==> config.mk <==
export PLATFORM = sky130hd
export DESIGN_NAME = hpl_top
export DESIGN_NICKNAME = d
export VERILOG_FILES = /design/src/include/hpl_pkg.sv /design/src/hw/hpl_top.sv /design/src/hw/hpl_sync.sv
export SDC_FILE = /design/constraint.sdc
export NUM_CORES = 1
export LEC_CHECK = 0
export BUFFER_PORTS_ARGS = -buffer_cell sky130_fd_sc_hd__buf_2
export CORE_ASPECT_RATIO = 1.2
export CORE_MARGIN = 1
export CORE_UTILIZATION = 40
export CTS_CLUSTER_DIAMETER = 200
export DETAILED_ROUTE_END_ITERATION = 16
export SKIP_CTS_REPAIR_TIMING = 1
export SLEW_MARGIN = 20
export SYNTH_ARGS = -nofsm -noshare
export SYNTH_HDL_FRONTEND = slang
export SYNTH_SLANG_ARGS = --single-unit
==> constraint.sdc <==
create_clock -name clk -period 3 [get_ports clk]
set_input_delay 0.6 -clock clk [delete_from_list [all_inputs] [get_ports clk]]
set_output_delay 0.6 -clock clk [all_outputs]
set_load 0.02 [all_outputs]
==> src/include/hpl_pkg.sv <==
package hpl_pkg;
    // register byte offsets on the wishbone slave
    localparam logic [7:0] OFF_PRESET_CTRL = 8'h00;
    localparam logic [7:0] OFF_PRESET_WORD = 8'h04;
    localparam logic [7:0] OFF_PRESET_STAT = 8'h08;
    localparam logic [7:0] OFF_IRQ_CTRL = 8'h0c;
    localparam logic [7:0] OFF_IRQ_MASK = 8'h10;
    localparam logic [7:0] OFF_IRQ_STAT = 8'h14;
    localparam logic [7:0] OFF_PROBE_CTRL = 8'h18;
    localparam logic [7:0] OFF_PROBE_STAT = 8'h1c;
    localparam logic [7:0] OFF_PROBE_VALUE = 8'h20;
    localparam logic [7:0] OFF_PW_CTRL = 8'h24;
    localparam logic [7:0] OFF_PW_STAT = 8'h28;
    localparam logic [7:0] OFF_PW_VALUE = 8'h2c;

    // field positions
    localparam int BIT_EXEC = 0;
    localparam int BIT_POL = 1;
    localparam int CH_LO = 4;
    localparam int CH_HI = 6;
    localparam int TRIG_LO = 8;
    localparam int TRIG_HI = 9;
    localparam int BIT_DONE = 0;
    localparam int BIT_ERR = 1;
    localparam int BIT_BUSY = 2;
    localparam int CODE_LO = 16;

    // trigger types
    localparam logic [1:0] TRIG_EDGE = 2'h0;
    localparam logic [1:0] TRIG_EXT = 2'h1;
    localparam logic [1:0] TRIG_COIN = 2'h2;

    // counter ranges
    localparam logic [2:0] CH_MAX_ALL = 3'h7;
    localparam logic [2:0] CH_MAX_EXT = 3'h3;
    localparam logic [31:0] PRESET_BAD_LO = 32'h80000000;
    localparam logic [31:0] PRESET_BAD_HI = 32'h7fffffff;

    // fault codes
    localparam logic [15:0] FAULT_NONE = 16'h0000;
    localparam logic [15:0] FAULT_CHAN = 16'h0001;
    localparam logic [15:0] FAULT_TRIG = 16'h0002;
    localparam logic [15:0] FAULT_VALUE = 16'h0003;
    localparam logic [15:0] FAULT_MASK = 16'h0004;

    // statically configured interrupt masks
    localparam logic [15:0] STATIC_EXT_MASK = 16'h0000;
    localparam logic [15:0] STATIC_CMP_MASK = 16'h0000;

    // reset values
    localparam logic [31:0] RST_WORD = 32'h00000000;

    // timing: 1 us tick from the 10 ns system clock
    localparam int CLK_PERIOD_NS = 10;
    localparam int TICK_NS = 1000;
    localparam int TICK_CYC = TICK_NS / CLK_PERIOD_NS;
    localparam logic [6:0] TICK_LAST = 7'(TICK_CYC - 1);
    localparam logic [31:0] PW_MAX_US = 32'd4000000;

    typedef enum logic [1:0] {
        HPL_IDLE = 2'b00,
        HPL_ARMED = 2'b01
    } hpl_state_t;
endpackage

==> src/hw/hpl_top.sv <==
// Local design decisions: the register offsets and the Wishbone register port.
`timescale 1ns/1ps
// Contract
// - preset channel 0..7, external trigger 0..3
// - type0 execute edge, type2 coincidence event
// - type1 loads on channel trigger input
// - preset value excludes both 32-bit endpoints
// - preset done after load, else error code
// - interrupts pass only while master enable set
// - external mask bit n enables port n
// - coincidence mask bit n enables port n
// - gate shows valid, or error with code
// - runtime masks win once written, before or after enable, else static
// - probe latches channel 0..3 count on trigger
// - probe armed by edge, one outstanding
// - probe busy while waiting, done with value
// - pulse meter channels 0..3, level enable
// - width unsigned microseconds up to 4000000
// - polarity 0 high width, 1 low width
// - meter busy while sampling, faults coded
module hpl_top (
    input wire logic clk,
    input wire logic rst_n,
    input wire logic ce,
    input wire logic wb_cyc_i,
    input wire logic wb_stb_i,
    input wire logic wb_we_i,
    input wire logic [7:0] wb_adr_i,
    input wire logic [3:0] wb_sel_i,
    input wire logic [31:0] wb_dat_i,
    output logic [31:0] wb_dat_o,
    output logic wb_ack_o,
    input wire logic [15:0] ext_port_in,
    input wire logic [15:0] coin_evt,
    input wire logic [31:0] cnt_value_ch0,
    input wire logic [31:0] cnt_value_ch1,
    input wire logic [31:0] cnt_value_ch2,
    input wire logic [31:0] cnt_value_ch3,
    output logic preset_load,
    output logic [2:0] preset_ch,
    output logic [31:0] preset_data,
    output logic [15:0] ext_irq_out,
    output logic [15:0] cmp_irq_out
);
    logic [15:0] ext_sync;
    logic [15:0] ext_d_r;
    logic [15:0] ext_rise;
    logic trigger_in_ch0;
    logic trigger_in_ch1;
    logic trigger_in_ch2;
    logic trigger_in_ch3;
    logic [3:0] trig_lvl;
    logic [3:0] trig_rise;
    logic bus_req;
    logic wr_en;
    logic [31:0] rd_data;

    hpl_sync u_sync (
        .clk(clk),
        .rst_n(rst_n),
        .ce(ce),
        .async_in(ext_port_in),
        .sync_out(ext_sync)
    );

    assign trigger_in_ch0 = ext_sync[8];
    assign trigger_in_ch1 = ext_sync[9];
    assign trigger_in_ch2 = ext_sync[10];
    assign trigger_in_ch3 = ext_sync[11];
    assign trig_lvl = {trigger_in_ch3, trigger_in_ch2, trigger_in_ch1, trigger_in_ch0};
    assign ext_rise = ext_sync & ~ext_d_r;
    assign trig_rise = ext_rise[11:8];

    always_ff @(posedge clk) begin
        if (!rst_n) begin
            ext_d_r <= 16'h0000;
        end else if (ce) begin
            ext_d_r <= ext_sync;
        end
    end

    function automatic logic [31:0] lane_merge(input logic [31:0] old, input logic [31:0] nw,
                                               input logic [3:0] sel);
        logic [31:0] res;
        res = old;
        for (int i = 0; i < 4; i++) begin
            if (sel[i]) begin
                res[i*8 +: 8] = nw[i*8 +: 8];
            end
        end
        return res;
    endfunction

    // wishbone slave: one wait state, ack drops the cycle after it is given
    assign bus_req = wb_cyc_i & wb_stb_i & ~wb_ack_o;
    assign wr_en = bus_req & wb_we_i;

    logic [31:0] preset_ctrl_r;
    logic [31:0] preset_word_r;
    logic [31:0] irq_ctrl_r;
    logic [31:0] irq_rt_mask_r;
    logic [31:0] probe_ctrl_r;
    logic [31:0] pw_ctrl_r;

    always_ff @(posedge clk) begin
        if (!rst_n) begin
            preset_ctrl_r <= hpl_pkg::RST_WORD;
            preset_word_r <= hpl_pkg::RST_WORD;
            irq_ctrl_r <= hpl_pkg::RST_WORD;
            irq_rt_mask_r <= hpl_pkg::RST_WORD;
            probe_ctrl_r <= hpl_pkg::RST_WORD;
            pw_ctrl_r <= hpl_pkg::RST_WORD;
        end else if (ce && wr_en) begin
            case (wb_adr_i)
                hpl_pkg::OFF_PRESET_CTRL: begin
                    preset_ctrl_r <= lane_merge(preset_ctrl_r, wb_dat_i, wb_sel_i);
                end
                hpl_pkg::OFF_PRESET_WORD: begin
                    preset_word_r <= lane_merge(preset_word_r, wb_dat_i, wb_sel_i);
                end
                hpl_pkg::OFF_IRQ_CTRL: begin
                    irq_ctrl_r <= lane_merge(irq_ctrl_r, wb_dat_i, wb_sel_i);
                end
                hpl_pkg::OFF_IRQ_MASK: begin
                    irq_rt_mask_r <= lane_merge(irq_rt_mask_r, wb_dat_i, wb_sel_i);
                end
                hpl_pkg::OFF_PROBE_CTRL: begin
                    probe_ctrl_r <= lane_merge(probe_ctrl_r, wb_dat_i, wb_sel_i);
                end
                hpl_pkg::OFF_PW_CTRL: begin
                    pw_ctrl_r <= lane_merge(pw_ctrl_r, wb_dat_i, wb_sel_i);
                end
                default: begin
                end
            endcase
        end
    end

    // preset loader
    hpl_pkg::hpl_state_t pr_state_r;
    logic pr_exec_d_r;
    logic pr_exec_rise;
    logic pr_done_r;
    logic pr_err_r;
    logic [15:0] pr_code_r;
    logic [2:0] pr_ch_r;
    logic [1:0] pr_type_r;
    logic [2:0] pr_ch_req;
    logic [1:0] pr_type_req;
    logic pr_fire;

    assign pr_ch_req = preset_ctrl_r[hpl_pkg::CH_HI:hpl_pkg::CH_LO];
    assign pr_type_req = preset_ctrl_r[hpl_pkg::TRIG_HI:hpl_pkg::TRIG_LO];
    // a held execute bit starts nothing; software must clear and set it again
    assign pr_exec_rise = preset_ctrl_r[hpl_pkg::BIT_EXEC] & ~pr_exec_d_r;
    assign pr_fire = (pr_type_r == hpl_pkg::TRIG_EXT) ? trig_rise[pr_ch_r[1:0]]
                                                      : coin_evt[pr_ch_r];

    always_ff @(posedge clk) begin
        if (!rst_n) begin
            pr_state_r <= hpl_pkg::HPL_IDLE;
            pr_exec_d_r <= 1'b0;
            pr_done_r <= 1'b0;
            pr_err_r <= 1'b0;
            pr_code_r <= hpl_pkg::FAULT_NONE;
            pr_ch_r <= 3'h0;
            pr_type_r <= hpl_pkg::TRIG_EDGE;
            preset_load <= 1'b0;
            preset_ch <= 3'h0;
            preset_data <= hpl_pkg::RST_WORD;
        end else if (ce) begin
            pr_exec_d_r <= preset_ctrl_r[hpl_pkg::BIT_EXEC];
            preset_load <= 1'b0;
            if (pr_exec_rise) begin
                pr_done_r <= 1'b0;
                pr_err_r <= 1'b0;
                pr_code_r <= hpl_pkg::FAULT_NONE;
                pr_ch_r <= pr_ch_req;
                pr_type_r <= pr_type_req;
                pr_state_r <= hpl_pkg::HPL_IDLE;
                if (pr_type_req > hpl_pkg::TRIG_COIN) begin
                    pr_err_r <= 1'b1;
                    pr_code_r <= hpl_pkg::FAULT_TRIG;
                end else if (pr_ch_req > hpl_pkg::CH_MAX_ALL ||
                             (pr_type_req == hpl_pkg::TRIG_EXT &&
                              pr_ch_req > hpl_pkg::CH_MAX_EXT)) begin
                    pr_err_r <= 1'b1;
                    pr_code_r <= hpl_pkg::FAULT_CHAN;
                end else if (preset_word_r == hpl_pkg::PRESET_BAD_LO ||
                             preset_word_r == hpl_pkg::PRESET_BAD_HI) begin
                    pr_err_r <= 1'b1;
                    pr_code_r <= hpl_pkg::FAULT_VALUE;
                end else if (pr_type_req == hpl_pkg::TRIG_EDGE) begin
                    preset_load <= 1'b1;
                    preset_ch <= pr_ch_req;
                    preset_data <= preset_word_r;
                    pr_done_r <= 1'b1;
                end else begin
                    pr_state_r <= hpl_pkg::HPL_ARMED;
                    preset_data <= preset_word_r;
                    preset_ch <= pr_ch_req;
                end
            end else begin
                case (pr_state_r)
                    hpl_pkg::HPL_ARMED: begin
                        if (pr_fire) begin
                            preset_load <= 1'b1;
                            pr_done_r <= 1'b1;
                            pr_state_r <= hpl_pkg::HPL_IDLE;
                        end
                    end
                    default: begin
                        pr_state_r <= hpl_pkg::HPL_IDLE;
                    end
                endcase
            end
        end
    end

    // interrupt gate
    logic irq_en_d_r;
    logic [15:0] ext_mask_r;
    logic [15:0] cmp_mask_r;
    logic rt_written_r;
    logic irq_en;
    logic mask_wr;

    assign irq_en = irq_ctrl_r[hpl_pkg::BIT_EXEC];
    assign mask_wr = ce & wr_en & (wb_adr_i == hpl_pkg::OFF_IRQ_MASK);

    always_ff @(posedge clk) begin
        if (!rst_n) begin
            irq_en_d_r <= 1'b0;
            ext_mask_r <= hpl_pkg::STATIC_EXT_MASK;
            cmp_mask_r <= hpl_pkg::STATIC_CMP_MASK;
            rt_written_r <= 1'b0;
        end else if (ce) begin
            irq_en_d_r <= irq_en;
            if (mask_wr) begin
                rt_written_r <= 1'b1;
            end
            // late runtime writes replace whatever is active
            if (irq_en_d_r && rt_written_r) begin
                ext_mask_r <= irq_rt_mask_r[15:0];
                cmp_mask_r <= irq_rt_mask_r[31:16];
            end
            if (irq_en && !irq_en_d_r) begin
                if (rt_written_r) begin
                    ext_mask_r <= irq_rt_mask_r[15:0];
                    cmp_mask_r <= irq_rt_mask_r[31:16];
                end else begin
                    ext_mask_r <= hpl_pkg::STATIC_EXT_MASK;
                    cmp_mask_r <= hpl_pkg::STATIC_CMP_MASK;
                end
            end
        end
    end

    always_ff @(posedge clk) begin
        if (!rst_n) begin
            ext_irq_out <= 16'h0000;
            cmp_irq_out <= 16'h0000;
        end else if (ce) begin
            ext_irq_out <= ext_rise & ext_mask_r & {16{irq_en_d_r}};
            cmp_irq_out <= coin_evt & cmp_mask_r & {16{irq_en_d_r}};
        end
    end

    logic irq_valid;
    logic irq_err;
    // enabling with nothing unmasked is reported as a fault
    assign irq_err = irq_en_d_r & (ext_mask_r == 16'h0000) & (cmp_mask_r == 16'h0000);
    assign irq_valid = irq_en_d_r & ~irq_err;

    // touch probe
    hpl_pkg::hpl_state_t tp_state_r;
    logic tp_exec_d_r;
    logic tp_exec_rise;
    logic tp_done_r;
    logic tp_err_r;
    logic [15:0] tp_code_r;
    logic [1:0] tp_ch_r;
    logic [31:0] tp_value_r;
    logic [2:0] tp_ch_req;
    logic [31:0] tp_count;

    assign tp_ch_req = probe_ctrl_r[hpl_pkg::CH_HI:hpl_pkg::CH_LO];
    assign tp_exec_rise = probe_ctrl_r[hpl_pkg::BIT_EXEC] & ~tp_exec_d_r;

    always_comb begin
        case (tp_ch_r)
            2'h0: tp_count = cnt_value_ch0;
            2'h1: tp_count = cnt_value_ch1;
            2'h2: tp_count = cnt_value_ch2;
            default: tp_count = cnt_value_ch3;
        endcase
    end

    always_ff @(posedge clk) begin
        if (!rst_n) begin
            tp_state_r <= hpl_pkg::HPL_IDLE;
            tp_exec_d_r <= 1'b0;
            tp_done_r <= 1'b0;
            tp_err_r <= 1'b0;
            tp_code_r <= hpl_pkg::FAULT_NONE;
            tp_ch_r <= 2'h0;
            tp_value_r <= hpl_pkg::RST_WORD;
        end else if (ce) begin
            tp_exec_d_r <= probe_ctrl_r[hpl_pkg::BIT_EXEC];
            case (tp_state_r)
                hpl_pkg::HPL_ARMED: begin
                    // execute edges while armed are ignored; a trigger edge latches the count
                    if (trig_rise[tp_ch_r]) begin
                        tp_value_r <= tp_count;
                        tp_done_r <= 1'b1;
                        tp_state_r <= hpl_pkg::HPL_IDLE;
                    end
                end
                default: begin
                    tp_state_r <= hpl_pkg::HPL_IDLE;
                    if (tp_exec_rise) begin
                        tp_done_r <= 1'b0;
                        tp_err_r <= 1'b0;
                        tp_code_r <= hpl_pkg::FAULT_NONE;
                        if (tp_ch_req > hpl_pkg::CH_MAX_EXT) begin
                            tp_err_r <= 1'b1;
                            tp_code_r <= hpl_pkg::FAULT_CHAN;
                        end else begin
                            tp_ch_r <= tp_ch_req[1:0];
                            tp_state_r <= hpl_pkg::HPL_ARMED;
                        end
                    end
                end
            endcase
        end
    end

    // pulse-width meter
    logic pw_en;
    logic pw_pol;
    logic [2:0] pw_ch;
    logic pw_bad_ch;
    logic pw_busy;
    logic pw_active;
    logic pw_active_d_r;
    logic [6:0] tick_cnt_r;
    logic tick;
    logic [31:0] pw_cnt_r;
    logic [31:0] pw_value_r;

    assign pw_en = pw_ctrl_r[hpl_pkg::BIT_EXEC];
    assign pw_pol = pw_ctrl_r[hpl_pkg::BIT_POL];
    assign pw_ch = pw_ctrl_r[hpl_pkg::CH_HI:hpl_pkg::CH_LO];
    assign pw_bad_ch = pw_en & (pw_ch > hpl_pkg::CH_MAX_EXT);
    assign pw_busy = pw_en & ~pw_bad_ch;
    assign pw_active = trig_lvl[pw_ch[1:0]] ^ pw_pol;
    assign tick = (tick_cnt_r == hpl_pkg::TICK_LAST);

    always_ff @(posedge clk) begin
        if (!rst_n) begin
            tick_cnt_r <= 7'h00;
        end else if (ce) begin
            if (!pw_busy || tick || (pw_active && !pw_active_d_r)) begin
                tick_cnt_r <= 7'h00;
            end else begin
                tick_cnt_r <= tick_cnt_r + 7'h01;
            end
        end
    end

    // level enable: measures pulse after pulse while held, stops when dropped
    always_ff @(posedge clk) begin
        if (!rst_n) begin
            pw_active_d_r <= 1'b0;
            pw_cnt_r <= hpl_pkg::RST_WORD;
            pw_value_r <= hpl_pkg::RST_WORD;
        end else if (ce) begin
            pw_active_d_r <= pw_busy & pw_active;
            if (!pw_busy) begin
                pw_cnt_r <= hpl_pkg::RST_WORD;
            end else if (pw_active && !pw_active_d_r) begin
                pw_cnt_r <= hpl_pkg::RST_WORD;
            end else if (pw_active && tick && pw_cnt_r < hpl_pkg::PW_MAX_US) begin
                pw_cnt_r <= pw_cnt_r + 32'h00000001;
            end
            if (pw_busy && !pw_active && pw_active_d_r) begin
                pw_value_r <= pw_cnt_r;
            end
        end
    end

    // read mux and ack
    always_comb begin
        rd_data = 32'h00000000;
        case (wb_adr_i)
            hpl_pkg::OFF_PRESET_CTRL: rd_data = preset_ctrl_r;
            hpl_pkg::OFF_PRESET_WORD: rd_data = preset_word_r;
            hpl_pkg::OFF_PRESET_STAT: begin
                rd_data[hpl_pkg::BIT_DONE] = pr_done_r;
                rd_data[hpl_pkg::BIT_ERR] = pr_err_r;
                rd_data[hpl_pkg::BIT_BUSY] = (pr_state_r == hpl_pkg::HPL_ARMED);
                rd_data[31:hpl_pkg::CODE_LO] = pr_code_r;
            end
            hpl_pkg::OFF_IRQ_CTRL: rd_data = irq_ctrl_r;
            hpl_pkg::OFF_IRQ_MASK: rd_data = irq_rt_mask_r;
            hpl_pkg::OFF_IRQ_STAT: begin
                rd_data[hpl_pkg::BIT_DONE] = irq_valid;
                rd_data[hpl_pkg::BIT_ERR] = irq_err;
                rd_data[31:hpl_pkg::CODE_LO] = irq_err ? hpl_pkg::FAULT_MASK
                                                       : hpl_pkg::FAULT_NONE;
            end
            hpl_pkg::OFF_PROBE_CTRL: rd_data = probe_ctrl_r;
            hpl_pkg::OFF_PROBE_STAT: begin
                rd_data[hpl_pkg::BIT_DONE] = tp_done_r;
                rd_data[hpl_pkg::BIT_ERR] = tp_err_r;
                rd_data[hpl_pkg::BIT_BUSY] = (tp_state_r == hpl_pkg::HPL_ARMED);
                rd_data[31:hpl_pkg::CODE_LO] = tp_code_r;
            end
            hpl_pkg::OFF_PROBE_VALUE: rd_data = tp_value_r;
            hpl_pkg::OFF_PW_CTRL: rd_data = pw_ctrl_r;
            hpl_pkg::OFF_PW_STAT: begin
                rd_data[hpl_pkg::BIT_ERR] = pw_bad_ch;
                rd_data[hpl_pkg::BIT_BUSY] = pw_busy;
                rd_data[31:hpl_pkg::CODE_LO] = pw_bad_ch ? hpl_pkg::FAULT_CHAN
                                                         : hpl_pkg::FAULT_NONE;
            end
            hpl_pkg::OFF_PW_VALUE: rd_data = pw_value_r;
            default: rd_data = 32'h00000000;
        endcase
    end

    always_ff @(posedge clk) begin
        if (!rst_n) begin
            wb_ack_o <= 1'b0;
            wb_dat_o <= 32'h00000000;
        end else if (ce) begin
            wb_ack_o <= bus_req;
            if (bus_req && !wb_we_i) begin
                wb_dat_o <= rd_data;
            end
        end
    end
endmodule // hpl_top

==> src/hw/hpl_sync.sv <==
`timescale 1ns/1ps
module hpl_sync (
    input wire logic clk,
    input wire logic rst_n,
    input wire logic ce,
    input wire logic [15:0] async_in,
    output logic [15:0] sync_out
);
    logic [15:0] meta_r;

    // meta_r feeds only the second stage
    always_ff @(posedge clk) begin
        if (!rst_n) begin
            meta_r <= 16'h0000;
            sync_out <= 16'h0000;
        end else if (ce) begin
            meta_r <= async_in;
            sync_out <= meta_r;
        end
    end
endmodule // hpl_sync

==> results summary, run 1 <==
The run finished with clean final reports. Yosys printed 0 warnings. The layout overhead on the synthesized area is 19.9%. The final core utilization came out at 48.7%. Detailed routing inserted a total of 19714 vias. The proportion of synthesized chip area in sequential cells came out at 44.5%. The number of enable flip-flop cells after synthesis is 0. The share of total power consumed by net switching is 22.9%. The vertical die dimension came out at 261 um. The share of synthesized area in the top cell type comes to 44.5%.

After detailed routing, the number of vias per cell comes to 5.68. The critical path goes through mux4_2 -> xnor2_1 -> a2111oi_4 -> a21oi_2 -> buf_4 -> or4_1 -> nand2_1. The basic-gate share of the synthesized area counting and, or, nand and nor cells is 20.7%.

Ranked by total cell area, the synthesized netlist is headed by sky130_fd_sc_hd__dfxtp_1 (45%), sky130_fd_sc_hd__mux2i_1 (10%), sky130_fd_sc_hd__nor2b_1 (6.5%). The post-synthesis sequential element count came out at 496. The slew at the pin closest to its max-slew limit came out at 0.779 ns.

The floorplan die area came out at 0.0567 mm^2. The area of the core region came out at 0.0549 mm^2. Among all stages on the critical path, the largest delay is contributed by sky130_fd_sc_hd__mux4_2. The synthesized netlist net count came out at 2627.

The depth of the worst register-to-register path came out at 7. The internal power is 0.0109 W. The worst hold path begins at ext_port_in[3]. Once detail routing completed, the nets flagged for antenna violations numbered 0. The critical path data required time came out at 3.55 ns. The starting density of the core came out at 40.6%.

The die width came out at 218 um. Of the total synthesized cell area, the portion taken by XOR and XNOR cells is 0.393%. For the worst setup path, the data arrival time is 3.32 ns. The clock group share of total power is 47.9%. The count of input and output buffers came out at 310. The count of final setup violators came out at 0. After Yosys synthesis, full adders, half adders and majority gates account for 0.112% of the synthesized area.

The number of cells produced by synthesis is 2415. The peak fanout along the critical path is 13. The number of max-slew violations in the final report came out at 0. The end point of the worst hold path is u_sync.meta_r[3].

In the routed design, unresolved DRC markers number 0. The number of instances on the worst hold path came out at 3. The element type at the critical path end is a register. The post-synthesis cell area is 0.0223 mm^2.

The register clock-pin slew on the reported worst setup and hold paths came out at 0.06 ns. Counting instances in the post-synthesis netlist gives the leading cell types as sky130_fd_sc_hd__dfxtp_1 (496), sky130_fd_sc_hd__nand2_1 (384), sky130_fd_sc_hd__nor2b_1 (233), sky130_fd_sc_hd__mux2i_1 (229), sky130_fd_sc_hd__clkbuf_1 (145). The number of buffers inserted during clock tree synthesis came out at 53.

The final critical path time including I/O delays and setup is 2.77 ns. The worst slew margin relative to its limit came out at 48.1%. The critical path's largest stage delay came out at 0.58 ns. The area fraction in compound gates after synthesis came out at 16.5%. The count of maximum capacitance violations came out at 0. The clock tree root buffer cell is sky130_fd_sc_hd__clkbuf_16. The worst-case vdd ir drop is 0.455 mV. The first global-routing pass estimated 121 mm of wire. In this run, the number of DRC markers left after iteration 0 of detailed routing was 1413.

The number of buffers and inverters on the critical path is 1. TritonCTS built the clock tree. The share of async-settable or async-resettable flops after synthesis is 0%. The count of inserted antenna diode cells is 0. The largest total area in the synthesized netlist belongs to sky130_fd_sc_hd__dfxtp_1.

The most common flop cell mapped by yosys is sky130_fd_sc_hd__dfxtp_1. For this design the ratio of total power to cell area is 528 mW/mm^2. For this design the top-level I/O count stands at 311. The largest net degree at the start of global routing came out at 179.

The total count of hold-check failures in the final report was 0. The total global routing overflow came out at 0. STA classifies the critical path startpoint as a register. The final clock period utilization by the worst path is 92.3%. Clock skew on the completed layout was measured at 0.0272 ns. The final net count came out at 2919.

The number of global-route vias before repair came out at 19043. The buffer depth of the longest clock path is 3. Setup repair after global routing left no endpoint under its margin. The switching power is 0.00323 W. Before antenna repair, the detailed router went through 5 iterations. Routability-driven placement finished with a final weighted congestion of 0.936. Across all register-to-register paths, the minimum setup slack is 0.23 ns. The number of standard-cell rows in the floorplan is 94. After detailed routing, the total wire length is 83.1 mm.

The share of total power in sequential cells came out at 47.0%. In the post-synthesis netlist, the cell with the most instances is sky130_fd_sc_hd__dfxtp_1. In this run the critical register-to-register path is captured at pw_cnt_r[15]. The maximum achievable frequency came out at 0.361 GHz. The multiplexer area fraction after synthesis is 14.7%.

The clock network latency to the later pin of the worst-skew pair is 0.62 ns. On the critical path the largest part of the delay comes from multiplexers. Cells with a size suffix above 1 make up 20.6% of the layout. The initial antenna violation count is 2. Power comes to 0.0141 W. The startpoint identified for the worst register-to-register timing path is pw_ctrl_r[4]. The total negative setup slack came out at 0 ns. The CTS sink count is 496. The start-to-end type of the worst setup path is register to register. Detailed placement ended at an HPWL of 61.4 mm. In this run the worst hold path is classified as input pin to register. The mean post-synth cell area is 9.23 um^2. Combinational logic is responsible for 5.1% of the overall power. The H-tree level count is 2. The largest family of logic cells by synthesized area is simple AND/OR/NAND/NOR gates. The average routed wire per standard cell is 24.0 um. The total leakage power is 9.49 nW. Synthesis instantiated 70 different standard cells from the library. In the global route stage, overall resource usage came out at 28.6%.
[worst max-delay path by stage]
stage / startpoint / to / slack [ns] / depth (start not counted)
CTS: pw_ctrl_r[4] / pw_cnt_r[15] / 0.16 / 7
global route: pw_ctrl_r[4] / pw_cnt_r[12] / 0.10 / 7
detailed placement: pw_ctrl_r[5] / pw_cnt_r[15] / 0.19 / 7
global placement: pw_ctrl_r[5] / pw_cnt_r[15] / 0.23 / 7
finish: pw_ctrl_r[4] / pw_cnt_r[15] / 0.23 / 7
floorplan: wb_adr_i[3] / irq_rt_mask_r[0] / 0.46 / 8
[placed cells by master, fill, tap and decap left out, drive strengths merged, types with 6 or more instances in the layout]
cell type | Yosys | routed
mux2 | 12 | 12
and3 | 18 | 18
a221oi | 9 | 9
buf | 25 | 407
inv | 7 | 9
a22o | 16 | 16
clkbuf | 145 | 69
nand4 | 34 | 34
nor4 | 22 | 22
and2 | 22 | 22
a31oi | 14 | 14
mux4 | 38 | 38
a22oi | 46 | 46
xnor2 | 6 | 6
or4 | 6 | 6
clkinv | 0 | 18
bufinv | 0 | 6
nor2 | 72 | 72
a21oi | 63 | 63
a21boi | 202 | 202
mux2i | 229 | 229
nand3 | 53 | 53
dfxtp | 496 | 496
nor3 | 16 | 16
a32oi | 11 | 11
nand4b | 11 | 11
nand2 | 384 | 384
nor2b | 233 | 233
or3 | 16 | 16
o21ai | 118 | 118
o22ai | 8 | 8
o211ai | 7 | 7
[metrics by stage]
step / area [um^2] / hold WS (ns) / worst slack [ns] / cells
3_5_place_dp: 24900 / 0.440 / 0.193 / 3372
4_1_cts: 26700 / 0.229 / 0.160 / 3469
6_report: 26700 / 0.243 / 0.230 / 3469
3_3_place_gp: 24900 / 0.438 / 0.232 / 3372
2_1_floorplan: 22300 / 0.432 / 0.460 / 2415
5_1_grt: 26700 / 0.253 / 0.100 / 3469
[worst min-delay path, cell delays in order]
cell,delay (ns)
sky130_fd_sc_hd__buf_2,0.08
sky130_fd_sc_hd__mux2i_1,0.05
sky130_fd_sc_hd__nor2b_1,0.09
[power groups by stage]
stage          Combinational, W  Sequential, W  Clock, W
2_1_floorplan          0.000351        0.00678         0
3_3_place_gp           0.000702        0.00678         0
3_5_place_dp           0.000709        0.00678         0
4_1_cts                0.000711        0.00664   0.00685
5_1_grt                0.000755        0.00664   0.00712
6_report               0.000720        0.00664   0.00675
[layout make-up]
type / count / area [um^2]
fillers: 5255 / 28200
multi-input cells: 1742 / 11700
flip-flops and latches: 496 / 9930
repair buffers: 407 / 2380
clock buffers: 69 / 1470
well taps: 720 / 901
clock inverters: 28 / 307
inverters: 7 / 26.3
[cells by family (layout without fill, tap and decap cells)]
logic type,count (synthesis),after routing
adders and majority gates,2,2
muxes,279,279
xor gates and xnor gates,10,10
AOI/OAI and AO/OA,538,538
buffers and inverters,177,511
DFF,496,496
and+or+nand+nor,913,913
[metal layers]
| layer | wire, um | GRT usage [%] | up-vias |
|---|---|---|---|
| met4 | 5270 | 16.6 | 2 |
| met1 | 33100 | 34.7 | 9603 |
| met3 | 4560 | 4.02 | 190 |
| met2 | 40100 | 48.2 | 747 |
| met5 | 13 | 0 | - |
| li1 | - | - | 9172 |
Note: power is estimated with default switching activity, not from simulation.
==> run 2: changes to the inputs <==
PLACE_DENSITY = 0.7   (was unset)
==> run 2 against run 1 <==
Die area stayed put. First-iteration DRC count is 25% higher. Cell area is 0.64% lower. Final cell count is essentially flat. Fmax up 0.41%. Core utilization is 0.31 points lower. Power down 2.5%. Clock power fell by 5.2%. Register-to-register slack hardly changed. Sequential share of layout area increased by 0.23 points. Flip-flop and latch count stayed put. Setup slack improved by 0.011 ns. Highest routed layer unchanged.
==> results summary, run 2 (same netlist as run 1, synthesis figures left out) <==
The tree built by TritonCTS fans out to 496 sinks. The maximum achievable frequency is 0.362 GHz. The starting density of the core came out at 40.6%. The total leakage power is 9.41 nW. The number of standard-cell rows in the floorplan came out at 94. The detailed router placed 19913 vias in this run. The initial antenna violation count came out at 3. Clock skew on the completed layout was measured at 0.0186 ns. The number of max-slew violations in the final report came out at 0.

The worst-case vdd ir drop is 0.414 mV. The H-tree level count came out at 2. In this run the power spent charging and discharging nets is 0.00317 W. The die is 218 um wide. No sink is reached through more buffers than the 3 on the longest clock path. Setup repair after global routing left no endpoint under its margin. The number of non-filler instances in the completed layout came out at 3466. The post-placement cell area is 0.0249 mm^2. The average routed wire per standard cell is 23.7 um. The count of final setup violators came out at 0. The die covers 0.0567 mm^2. Walking the worst path, the cells encountered are mux4_2 -> xnor2_1 -> a2111oi_4 -> a21oi_2 -> buf_4 -> o21ai_1 -> a21oi_1.

The internal power is 0.0106 W. In the layout the commonest cells are sky130_fd_sc_hd__dfxtp_1 (495), sky130_fd_sc_hd__nand2_1 (384), sky130_fd_sc_hd__buf_2 (308). The clock group share of total power came out at 46.5%. The total count of hold-check failures in the final report is 0. The detail-routed via count per cell is 5.75. Clock-pin slew was measured on the worst setup and hold paths at 0.06 ns. The critical path data required time is 3.52 ns. The worst pin sits at a relative slew slack of 41.1%.

The final net count is 2918. The depth of the worst register-to-register path came out at 7. The number of global-route vias before repair came out at 19065. The slowest stage of the critical path is the sky130_fd_sc_hd__mux4_2 cell. Input and output buffers added on the ports amount to 310. For this design the top-level I/O count stands at 311. The areal power density over the cells came out at 518 mW/mm^2.

The element type at the critical path end is a register. Leaving out fill and tap cells, the most frequent cell in the layout is sky130_fd_sc_hd__dfxtp_1. The worst setup path is launched from a register.

The run finished with clean final reports. The wire length of the first global-routing pass came out at 119 mm. The share of total power in sequential cells came out at 48.2%. The congestion estimate from routability-driven global placement came to 0.963. The start-to-end type of the worst setup path is register to register. The largest net degree at the start of global routing is 206.

The detailed-route wire length came out at 82.2 mm. The layout cell share with drive strength beyond 1 is 20.2%. The number of instances on the worst hold path came out at 3. The least setup slack across all paths after layout is 0.241 ns. The post-place setup slack came out at 0.186 ns.

The tightest min-delay check is of the input pin to register type. Net switching is 23.0% of the power. The total global routing overflow is 0. The overall fraction of global-route tracks in use is 28.1%.

The count of maximum capacitance violations came out at 0. Measured along the y axis, the die boundary spans 261 um. The final non-filler cell area came out at 0.0266 mm^2. The final clock period utilization by the worst path came out at 92.0%. In this run, placement finished with an instance count of 3372.

The area of the core region is 0.0549 mm^2. The clock reaches the later pin of the worst-skew pair after 0.61 ns. The total negative setup slack came out at 0 ns. For the pin with the worst max-slew slack, the measured transition is 0.884 ns.

Of the total power, combinational logic draws 5.2%. The clock tree root buffer cell is sky130_fd_sc_hd__clkbuf_16. The area growth from synthesis to layout is 19.2%. The number of DRC markers after the initial detailed-route iteration came out at 1766. The data arrival time of the critical path is 3.28 ns. TritonCTS built the clock tree. The HPWL after detailed placement is 61.6 mm. In the routed design, unresolved DRC markers number 0. The number of routed nets with antenna violations came out at 0. The largest single stage delay on the critical path is 0.58 ns. The final critical path time including I/O delays and setup came out at 2.76 ns.

The total iterations of the first detailed-routing run is 8. The number of buffers inserted during clock tree synthesis is 52. The peak fanout along the critical path came out at 17.
run 2: changes by cell type in the layout (fill, tap and decap cells not counted), sizes merged:
cell	delta
diode	+1
bufinv	-3
clkinv	-4
clkinvlp	-1
clkbuf	+4
run 2: path summary, 6_finish.rpt:
kind | startpoint | end | slack, ns
min reg2reg | wb_dat_o[10] | wb_dat_o[10] | 0.45
max | pw_ctrl_r[4] | pw_cnt_r[18] | 0.24
min | ext_port_in[7] | u_sync.meta_r[7] | 0.25
max reg2reg | pw_ctrl_r[4] | pw_cnt_r[18] | 0.24
run 2: area by class of cell:
| type | instances | area (um^2) |
|---|---|---|
| sequential | 496 | 9930 |
| multi-input combinational | 1742 | 11700 |
| clock inverter | 20 | 193 |
| clock buffer | 73 | 1470 |
| fill | 5167 | 28400 |
| timing repair buffer | 407 | 2330 |
| antenna | 1 | 2.50 |
| inverter | 7 | 26.3 |
| tap | 720 | 901 |
run 2: layer usage:
layer | vias up | global-route usage (%) | part of all wire [%]
li1 | 9157 | - | -
met1 | 9642 | 34.0 | 39
met2 | 872 | 45.5 | 47
met3 | 238 | 4.81 | 6.8
met4 | 4 | 19.2 | 7.4
met5 | - | 0 | 0.032
run 2: metrics by stage:
| stage | power, W | utilization (%) | hold WS (ns) |
|---|---|---|---|
| 6_report | 0.0138 | 48.4 | 0.254 |
| 5_1_grt | 0.0141 | 48.4 | 0.262 |
| 4_1_cts | 0.0138 | 48.4 | 0.238 |
| 3_5_place_dp | 0.00749 | 45.3 | 0.435 |
| 3_3_place_gp | 0.00748 | 45.3 | 0.426 |
| 2_1_floorplan | 0.00713 | - | 0.432 |
run 2: worst max-delay path, delay by kind of cell (launching register included):
family,cells,cell delay (ns)
AO/OA/AOI/OAI,4,0.81
multiplexers,1,0.58
flip-flops,1,0.51
XOR/XNOR,1,0.45
buffers and inverters,1,0.31
run 2: power by group through the flow:
stage / clock (W) / sequential, W / combinational (W)
2_1_floorplan: 0 / 0.00678 / 0.000351
3_3_place_gp: 0 / 0.00678 / 0.000696
3_5_place_dp: 0 / 0.00678 / 0.000706
4_1_cts: 0.00650 / 0.00664 / 0.000708
5_1_grt: 0.00675 / 0.00664 / 0.000750
6_report: 0.00640 / 0.00664 / 0.000720
